[src/include/fscl_regs.vh]
// Constants for the filter/shutter command link.
// Assumes a single 25 MHz system clock; included by bare name.
`ifndef FSCL_REGS_VH
`define FSCL_REGS_VH

// ----------------------------------------
// Clock and serial timing
// ----------------------------------------
`define FSCL_CLK_HZ 25000000
`define FSCL_BAUD_9600 9600
`define FSCL_BAUD_19200 19200
`define FSCL_BAUD_115200 115200
`define FSCL_BAUD_128000 128000
`define FSCL_DIV_9600 (`FSCL_CLK_HZ / `FSCL_BAUD_9600)
`define FSCL_DIV_19200 (`FSCL_CLK_HZ / `FSCL_BAUD_19200)
`define FSCL_DIV_115200 (`FSCL_CLK_HZ / `FSCL_BAUD_115200)
`define FSCL_DIV_128000 (`FSCL_CLK_HZ / `FSCL_BAUD_128000)
`define FSCL_DIV_W 12

// ----------------------------------------
// Baud select codes
// ----------------------------------------
`define FSCL_SEL_9600 2'h0
`define FSCL_SEL_19200 2'h1
`define FSCL_SEL_115200 2'h2
`define FSCL_SEL_128000 2'h3

// ----------------------------------------
// Protocol values
// ----------------------------------------
`define FSCL_COMPLETE_BYTE 8'h0D
`define FSCL_TX_IDLE_BIT 1'b1

// ----------------------------------------
// Command FSM state codes
// ----------------------------------------
`define FSCL_ST_CMD 3'h0
`define FSCL_ST_LEN 3'h1
`define FSCL_ST_PARAM 3'h2
`define FSCL_ST_ECHOW 3'h3
`define FSCL_ST_EXEC 3'h4
`define FSCL_ST_DONE 3'h5

`endif

[src/verilog/fscl_cmd_link.v]
// Command reception, echo and completion reply, plus logic-level shutter inputs.
// Assumes an outside decoder gives the parameter count for the held command byte
// and answers each operation start with one done pulse.
`timescale 1ns/1ps
`default_nettype none
`include "fscl_regs.vh"

module fscl_cmd_link (
  input wire clock_in,
  input wire rst_n_in,
  input wire [1:0] baud_sel_in,
  input wire serial_rx_in,
  output wire serial_tx_out,
  input wire [3:0] param_count_in,
  output wire [7:0] cmd_byte_out,
  output wire cmd_valid_out,
  output wire [7:0] param_byte_out,
  output wire param_valid_out,
  output wire op_start_out,
  input wire op_done_in,
  output wire rx_dropped_out,
  output wire frame_err_out,
  input wire shutter_ext_enable_in,
  input wire shutter_a_logic_input_in,
  input wire shutter_b_logic_input_in,
  output wire shutter_ext_active_out,
  output wire shutter_a_open_out,
  output wire shutter_b_open_out
);

  // ----------------------------------------
  // Bit timing
  // ----------------------------------------
  localparam [31:0] DIV_9600 = `FSCL_DIV_9600;
  localparam [31:0] DIV_19200 = `FSCL_DIV_19200;
  localparam [31:0] DIV_115200 = `FSCL_DIV_115200;
  localparam [31:0] DIV_128000 = `FSCL_DIV_128000;

  reg [`FSCL_DIV_W-1:0] bit_div_r;
  reg [`FSCL_DIV_W-1:0] bit_div_nxt;

  always @* begin
    case (baud_sel_in)
      `FSCL_SEL_19200: bit_div_nxt = DIV_19200[`FSCL_DIV_W-1:0];
      `FSCL_SEL_115200: bit_div_nxt = DIV_115200[`FSCL_DIV_W-1:0];
      `FSCL_SEL_128000: bit_div_nxt = DIV_128000[`FSCL_DIV_W-1:0];
      default: bit_div_nxt = DIV_9600[`FSCL_DIV_W-1:0];
    endcase
  end

  always @(posedge clock_in) begin
    if (!rst_n_in) begin
      bit_div_r <= DIV_9600[`FSCL_DIV_W-1:0];
    end else begin
      bit_div_r <= bit_div_nxt;
    end
  end

  // ----------------------------------------
  // Serial port
  // ----------------------------------------
  wire [7:0] rx_data;
  wire rx_valid;
  wire tx_ready;
  wire tx_start;
  wire [7:0] tx_data;

  fscl_uart u_uart (
    .clock_in(clock_in),
    .rst_n_in(rst_n_in),
    .bit_div_in(bit_div_r),
    .rx_pin_in(serial_rx_in),
    .rx_data_out(rx_data),
    .rx_valid_out(rx_valid),
    .rx_frame_err_out(frame_err_out),
    .tx_data_in(tx_data),
    .tx_start_in(tx_start),
    .tx_ready_out(tx_ready),
    .tx_pin_out(serial_tx_out)
  );

  // ----------------------------------------
  // Command sequencer
  // ----------------------------------------
  reg [2:0] state_r;
  reg [3:0] left_r;
  reg [7:0] cmd_r;
  reg cmd_valid_r;
  reg [7:0] param_r;
  reg param_valid_r;
  reg [7:0] echo_r;
  reg echo_pend_r;
  reg op_start_r;
  reg dropped_r;

  wire in_seq = (state_r == `FSCL_ST_CMD) || (state_r == `FSCL_ST_PARAM);
  wire accept = rx_valid && in_seq;
  wire done_state = (state_r == `FSCL_ST_DONE);

  // echo leaves as soon as the line is free
  assign tx_start = tx_ready && (echo_pend_r || done_state);
  assign tx_data = done_state ? `FSCL_COMPLETE_BYTE : echo_r;

  always @(posedge clock_in) begin
    if (!rst_n_in) begin
      state_r <= `FSCL_ST_CMD;
      left_r <= 4'h0;
      cmd_r <= 8'h00;
      cmd_valid_r <= 1'b0;
      param_r <= 8'h00;
      param_valid_r <= 1'b0;
      echo_r <= 8'h00;
      echo_pend_r <= 1'b0;
      op_start_r <= 1'b0;
      dropped_r <= 1'b0;
    end else begin
      cmd_valid_r <= 1'b0;
      param_valid_r <= 1'b0;
      op_start_r <= 1'b0;
      // Bytes outside a sequence have nowhere to go
      dropped_r <= rx_valid && !in_seq;
      // new byte wins over the clear
      if (accept) begin
        echo_r <= rx_data;
        echo_pend_r <= 1'b1;
      end else if (tx_start && !done_state) begin
        echo_pend_r <= 1'b0;
      end
      case (state_r)
        `FSCL_ST_CMD: begin
          if (rx_valid) begin
            cmd_r <= rx_data;
            cmd_valid_r <= 1'b1;
            state_r <= `FSCL_ST_LEN;
          end
        end
        `FSCL_ST_LEN: begin
          left_r <= param_count_in;
          if (param_count_in == 4'h0) begin
            state_r <= `FSCL_ST_ECHOW;
          end else begin
            state_r <= `FSCL_ST_PARAM;
          end
        end
        `FSCL_ST_PARAM: begin
          if (rx_valid) begin
            param_r <= rx_data;
            param_valid_r <= 1'b1;
            left_r <= left_r - 1'b1;
            if (left_r == 4'h1) begin
              state_r <= `FSCL_ST_ECHOW;
            end
          end
        end
        `FSCL_ST_ECHOW: begin
          // final echo fully on the wire first
          if (!echo_pend_r && tx_ready) begin
            op_start_r <= 1'b1;
            state_r <= `FSCL_ST_EXEC;
          end
        end
        `FSCL_ST_EXEC: begin
          if (op_done_in) begin
            state_r <= `FSCL_ST_DONE;
          end
        end
        `FSCL_ST_DONE: begin
          if (tx_ready) begin
            state_r <= `FSCL_ST_CMD;
          end
        end
        default: begin
          state_r <= `FSCL_ST_CMD;
        end
      endcase
    end
  end

  assign cmd_byte_out = cmd_r;
  assign cmd_valid_out = cmd_valid_r;
  assign param_byte_out = param_r;
  assign param_valid_out = param_valid_r;
  assign op_start_out = op_start_r;
  assign rx_dropped_out = dropped_r;

  // ----------------------------------------
  // Logic-level shutter inputs
  // ----------------------------------------
  wire [1:0] sh_pin = {shutter_b_logic_input_in, shutter_a_logic_input_in};
  wire [1:0] sh_open;
  reg ext_active_r;

  genvar gi;
  generate
    for (gi = 0; gi < 2; gi = gi + 1) begin : g_shutter
      reg s1_r;
      reg s2_r;
      reg open_r;
      always @(posedge clock_in) begin
        if (!rst_n_in) begin
          s1_r <= 1'b0;
          s2_r <= 1'b0;
          open_r <= 1'b0;
        end else begin
          s1_r <= sh_pin[gi];
          s2_r <= s1_r;
          open_r <= shutter_ext_enable_in && s2_r;
        end
      end
      assign sh_open[gi] = open_r;
    end
  endgenerate

  always @(posedge clock_in) begin
    if (!rst_n_in) begin
      ext_active_r <= 1'b0;
    end else begin
      ext_active_r <= shutter_ext_enable_in;
    end
  end

  assign shutter_ext_active_out = ext_active_r;
  assign shutter_a_open_out = sh_open[0];
  assign shutter_b_open_out = sh_open[1];

endmodule
`default_nettype wire

[src/verilog/fscl_uart.v]
// Byte UART, 8 data bits, 1 stop bit, no parity, LSB first.
// Assumes bit_div_in is held steady while a frame is in flight.
`timescale 1ns/1ps
`default_nettype none
`include "fscl_regs.vh"

module fscl_uart (
  input wire clock_in,
  input wire rst_n_in,
  input wire [`FSCL_DIV_W-1:0] bit_div_in,
  input wire rx_pin_in,
  output wire [7:0] rx_data_out,
  output wire rx_valid_out,
  output wire rx_frame_err_out,
  input wire [7:0] tx_data_in,
  input wire tx_start_in,
  output wire tx_ready_out,
  output wire tx_pin_out
);

  // ----------------------------------------
  // Receiver
  // ----------------------------------------
  reg rx_s1_r;
  reg rx_s2_r;
  reg rx_busy_r;
  reg [`FSCL_DIV_W-1:0] rx_cnt_r;
  reg [3:0] rx_bit_r;
  reg [7:0] rx_shift_r;
  reg [7:0] rx_data_r;
  reg rx_valid_r;
  reg rx_ferr_r;

  always @(posedge clock_in) begin
    if (!rst_n_in) begin
      rx_s1_r <= 1'b1;
      rx_s2_r <= 1'b1;
      rx_busy_r <= 1'b0;
      rx_cnt_r <= {`FSCL_DIV_W{1'b0}};
      rx_bit_r <= 4'h0;
      rx_shift_r <= 8'h00;
      rx_data_r <= 8'h00;
      rx_valid_r <= 1'b0;
      rx_ferr_r <= 1'b0;
    end else begin
      rx_s1_r <= rx_pin_in;
      rx_s2_r <= rx_s1_r;
      rx_valid_r <= 1'b0;
      rx_ferr_r <= 1'b0;
      if (!rx_busy_r) begin
        if (!rx_s2_r) begin
          // Half a bit to land mid-cell
          rx_busy_r <= 1'b1;
          rx_cnt_r <= bit_div_in >> 1;
          rx_bit_r <= 4'h0;
        end
      end else if (rx_cnt_r != {`FSCL_DIV_W{1'b0}}) begin
        rx_cnt_r <= rx_cnt_r - 1'b1;
      end else begin
        rx_cnt_r <= bit_div_in - 1'b1;
        rx_bit_r <= rx_bit_r + 1'b1;
        if (rx_bit_r == 4'h0) begin
          // Glitch, not a start bit
          if (rx_s2_r) begin
            rx_busy_r <= 1'b0;
          end
        end else if (rx_bit_r <= 4'h8) begin
          rx_shift_r <= {rx_s2_r, rx_shift_r[7:1]};
        end else begin
          rx_busy_r <= 1'b0;
          if (rx_s2_r) begin
            rx_data_r <= rx_shift_r;
            rx_valid_r <= 1'b1;
          end else begin
            rx_ferr_r <= 1'b1;
          end
        end
      end
    end
  end

  assign rx_data_out = rx_data_r;
  assign rx_valid_out = rx_valid_r;
  assign rx_frame_err_out = rx_ferr_r;

  // ----------------------------------------
  // Transmitter
  // ----------------------------------------
  reg tx_busy_r;
  reg [`FSCL_DIV_W-1:0] tx_cnt_r;
  reg [3:0] tx_bit_r;
  reg [9:0] tx_shift_r;
  reg tx_pin_r;

  always @(posedge clock_in) begin
    if (!rst_n_in) begin
      tx_busy_r <= 1'b0;
      tx_cnt_r <= {`FSCL_DIV_W{1'b0}};
      tx_bit_r <= 4'h0;
      tx_shift_r <= 10'h3FF;
      tx_pin_r <= `FSCL_TX_IDLE_BIT;
    end else if (!tx_busy_r) begin
      if (tx_start_in) begin
        tx_busy_r <= 1'b1;
        tx_cnt_r <= bit_div_in - 1'b1;
        tx_bit_r <= 4'h0;
        tx_shift_r <= {1'b1, tx_data_in, 1'b0};
        tx_pin_r <= 1'b0;
      end
    end else if (tx_cnt_r != {`FSCL_DIV_W{1'b0}}) begin
      tx_cnt_r <= tx_cnt_r - 1'b1;
    end else begin
      tx_cnt_r <= bit_div_in - 1'b1;
      tx_bit_r <= tx_bit_r + 1'b1;
      tx_shift_r <= {1'b1, tx_shift_r[9:1]};
      tx_pin_r <= tx_shift_r[1];
      if (tx_bit_r == 4'h9) begin
        tx_busy_r <= 1'b0;
        tx_pin_r <= `FSCL_TX_IDLE_BIT;
      end
    end
  end

  assign tx_ready_out = !tx_busy_r;
  assign tx_pin_out = tx_pin_r;

endmodule
`default_nettype wire
[config.mk]
export PLATFORM = sky130hd
export DESIGN_NAME = fscl_cmd_link
export DESIGN_NICKNAME = d
export VERILOG_FILES = /design/src/verilog/fscl_cmd_link.v /design/src/verilog/fscl_uart.v
export VERILOG_INCLUDE_DIRS = /design/src /design/src/include
export SDC_FILE = /design/constraint.sdc
export NUM_CORES = 1
export LEC_CHECK = 0
export BUFFER_PORTS_ARGS = -buffer_cell sky130_fd_sc_hd__buf_4
export CAP_MARGIN = 20
export CORE_ASPECT_RATIO = 1.25
export CORE_MARGIN = 8
export CORE_UTILIZATION = 40
export DETAILED_ROUTE_END_ITERATION = 8
export HOLD_SLACK_MARGIN = 0.15
export PLACE_DENSITY_LB_ADDON = 0.25
export SETUP_SLACK_MARGIN = 0.1
export SLEW_MARGIN = 0
export SYNTH_ARGS = -nofsm -noshare
export SYNTH_HDL_FRONTEND = slang
export SYNTH_SLANG_ARGS = --single-unit
[constraint.sdc]
create_clock -name clock_in -period 2.69 [get_ports clock_in]
set_input_delay 0.1345 -clock clock_in [delete_from_list [all_inputs] [get_ports clock_in]]
set_output_delay 0.1345 -clock clock_in [all_outputs]
set_load 0.03 [all_outputs]
==> results_dict.tcl <==
set metrics [dict create \
    crit_start "u_uart.tx_cnt_r[0]" \
    setup_tns_ps 0 \
    cts_buffers 17 \
    clk_path_buf_depth 2 \
    fillers 1189 \
    synth_cells 619 \
    post_cts_buffers 0 \
    power.total_mw 4.60 \
    placeableCoreArea_mm2 0.0127 \
    port_buffers 37 \
    synth-main-ff-cell "dfxtp_1" \
    cp-start-kind "register" \
    period_minus_slack_ps 2330 \
    grt_max_degree 62 \
    regArea_mm2 0.00226 \
    seqPwrFrac_pct 38.0 \
    first_iter_violations 225 \
    multiInputGateArea_mm2 0.00273 \
    rr_startpoint "u_uart.tx_cnt_r[0]" \
    std_cell_rows 46 \
    cts_tree "yes" \
    floorplan.die.width_um 118 \
    slew_headroom_pct 58.8 \
    ys_warn_count 0 \
    rrSetupSlack_ps 360 \
    syn_avg_cell_area_um2 8.41 \
    cp-end-kind "register" \
    switching_share_pct 23.4 \
    area_growth_pct 23.1 \
    synth_edf_count 0 \
    viasPerCell 5.46 \
    clkPwrFrac_pct 54.7 \
    p_sw_mw 1.08 \
    final.period_utilization_pct 86.7 \
    cp_data_arrival_time_ps 2670 \
    syn_area_mm2 0.00520 \
    place_congestion 0.835 \
    fmax_ghz 0.429 \
    crit_type "reg -> reg" \
    layout_common_cells "113 x dfxtp_1, 95 x nand2_1, 51 x nor2_1" \
    htreeDepth 4 \
    hold_path.class "in -> reg" \
    clk_pin_slew_ps 60 \
    floorplan.initialDensity_pct 40.9 \
    vias 4621 \
    fp.dieArea_mm2 0.0169 \
    cts_resized 0 \
    clkLatencyLatePin_ps 410 \
    pre_cts_slack_ps 407 \
    grt_pass1_vias 4426 \
    ios 38 \
    drt_first_pass_iters 5 \
    seq_area_frac_synth_pct 43.5 \
    nets 693 \
    fin_skew_ps 9.42 \
    p_int_mw 3.53 \
    grtUsageTotal_pct 15.5 \
    synth_fp_nets 647 \
    synth_cell_types 70 \
    remaining_drc_errors 0 \
    crit_required_ps 3020 \
    report.final.slew_viol_count 0 \
    grt-ovfl-total 0 \
    diodes 0 \
    totalWireLength_um 12900 \
    die_h_um 144 \
    rr_worst_depth 7 \
    finalHoldViolCount 0 \
    endpoint "u_uart.tx_cnt_r[10]" \
    antenna_found_initial 0 \
    leakage_nw 2.47 \
    setup_viol 0 \
    max_slew.worst_pin.slew_ps 617 \
    reg2reg_to "u_uart.tx_cnt_r[10]" \
    final_common_cell "dfxtp_1" \
    drive_above_1_share_pct 15.0 \
    outcome "finished clean" \
    cts_root_buf "clkbuf_16" \
    worst-path-max-fanout 16 \
    cts_sinks 113 \
    ys_ff_latch 113 \
    p_per_area_mw_per_mm2 719 \
    post_drt_wl_per_cell_um 15.3 \
    dp_hpwl_um 8750 \
    setup_ws_ps 357 \
    grt_pass1_wl_um 21500 \
    p_comb_share_pct 7.3 \
    async_flop_share_pct 0 \
    rsz0062_at_grt "no" \
    vdd_drop_max_uv 395 \
    drtAntennaViolNets 0 \
    maxCapViolations 0 \
]
state kept, by name, summed over array words and instances (netlist names), 2 cells and up:
register	flops
u_uart.rx_cnt_r	12
bit_div_r	7
u_uart.tx_shift_r	8
state_r	3
cmd_byte_out	8
u_uart.rx_data_out	8
left_r	4
echo_r	8
u_uart.tx_cnt_r	12
u_uart.rx_shift_r	8
u_uart.rx_bit_r	4
g_shutter.s1_r	2
param_byte_out	8
g_shutter.s2_r	2
u_uart.tx_bit_r	4
cells by family (layout without fill, tap and decap cells):
| group | Yosys count | count (layout) | synth area share (%) |
|---|---|---|---|
| flip-flops | 113 | 113 | 43.5 |
| buffers and inverters | 52 | 111 | 4.04 |
| AND/OR/NAND/NOR | 254 | 254 | 25.1 |
| XOR/XNOR | 10 | 10 | 1.68 |
| adder cells (fa/ha/maj) | 15 | 15 | 3.61 |
| multiplexers | 19 | 19 | 3.77 |
| AO/OA/AOI/OAI | 156 | 156 | 18.3 |
timing repair:
action	CTS	global route
endpoints found under the hold margin	16	0
hold buffers	10	0
setup endpoints to repair	0	0
per-stage QoR:
stage	cell area [um2]	instances	utilization [%]	hold slack, ps
2_1_floorplan	5200	619	-	236
3_3_place_gp	5640	804	44.3	324
3_5_place_dp	5640	804	44.3	321
4_1_cts	6410	846	50.4	174
5_1_grt	6410	846	50.4	202
6_report	6410	846	50.4	168
cells in the mapped netlist (4+ instances only):
cell      count  area [um2]
mux2i_1      14         140
nor3b_1       4        30.0
a21oi_1      50         250
ha_1         15         188
o21ai_0      41         205
and3_1        6        37.5
a31oi_1       8        50.1
nor2b_1       5        31.3
clkbuf_1     24        90.1
inv_1        19        71.3
o21a_1        4        30.0
nand3_1      22         110
nand2b_1     10        62.6
and2_1       11        68.8
xnor2_1       4        35.0
or4_1         4        30.0
o22ai_1       6        37.5
nor2_1       51         191
nor4_1        8        50.1
o221ai_1      5        43.8
mux2_2        5        56.3
a221oi_1      4        35.0
nor3_1       12        60.1
xor2_1        6        52.6
o21ai_1       7        35.0
nand2_1      95         357
o31ai_1       6        45.0
dfxtp_1     113        2260
how the worst min path moves through the flow:
stage          depth (start not counted)    startpoint            endpoint  slack (ps)
2_1_floorplan                          1  serial_rx_in      u_uart.rx_s1_r         240
3_3_place_gp                           2  serial_rx_in      u_uart.rx_s1_r         320
3_5_place_dp                           2  serial_rx_in      u_uart.rx_s1_r         320
4_1_cts                                3      rst_n_in  u_uart.tx_bit_r[1]         170
5_1_grt                                3      rst_n_in  u_uart.tx_bit_r[1]         200
6_report                               3      rst_n_in        bit_div_r[7]         170
power groups by stage:
| stage | sequential (mW) | combinational [mW] | clock [mW] |
|---|---|---|---|
| 4_1_cts | 1.75 | 0.334 | 2.55 |
| 3_5_place_dp | 1.78 | 0.321 | 0 |
| 5_1_grt | 1.75 | 0.369 | 2.64 |
| 2_1_floorplan | 1.77 | 0.255 | 0 |
| 6_report | 1.75 | 0.335 | 2.52 |
| 3_3_place_gp | 1.78 | 0.314 | 0 |
cell type report:
| type | instances | area share [%] |
|---|---|---|
| multi-input cells | 454 | 42.7 |
| flip-flops and latches | 113 | 35.3 |
| repair buffers | 57 | 7.07 |
| clock buffers | 18 | 6.86 |
| clock inverters | 14 | 3.54 |
| well taps | 168 | 3.28 |
| inverters | 22 | 1.29 |
per-layer routing:
metal	GRT usage [%]	vias to the layer above	share of wire [%]
li1	-	2291	-
met3	3.53	22	3.4
met1	17.5	2199	43
met5	0	-	0
met4	7.36	0	1.8
met2	27.2	109	52
worst max-delay path: stages (launching register included):
cell and delay (ps):
dfxtp_1 310, inv_1 100, ha_1 180, nor3b_1 400, a31oi_1 310, nor2_2 560
o21ai_0 200, a31oi_1 190
Power figures use the tool's default switching activity.
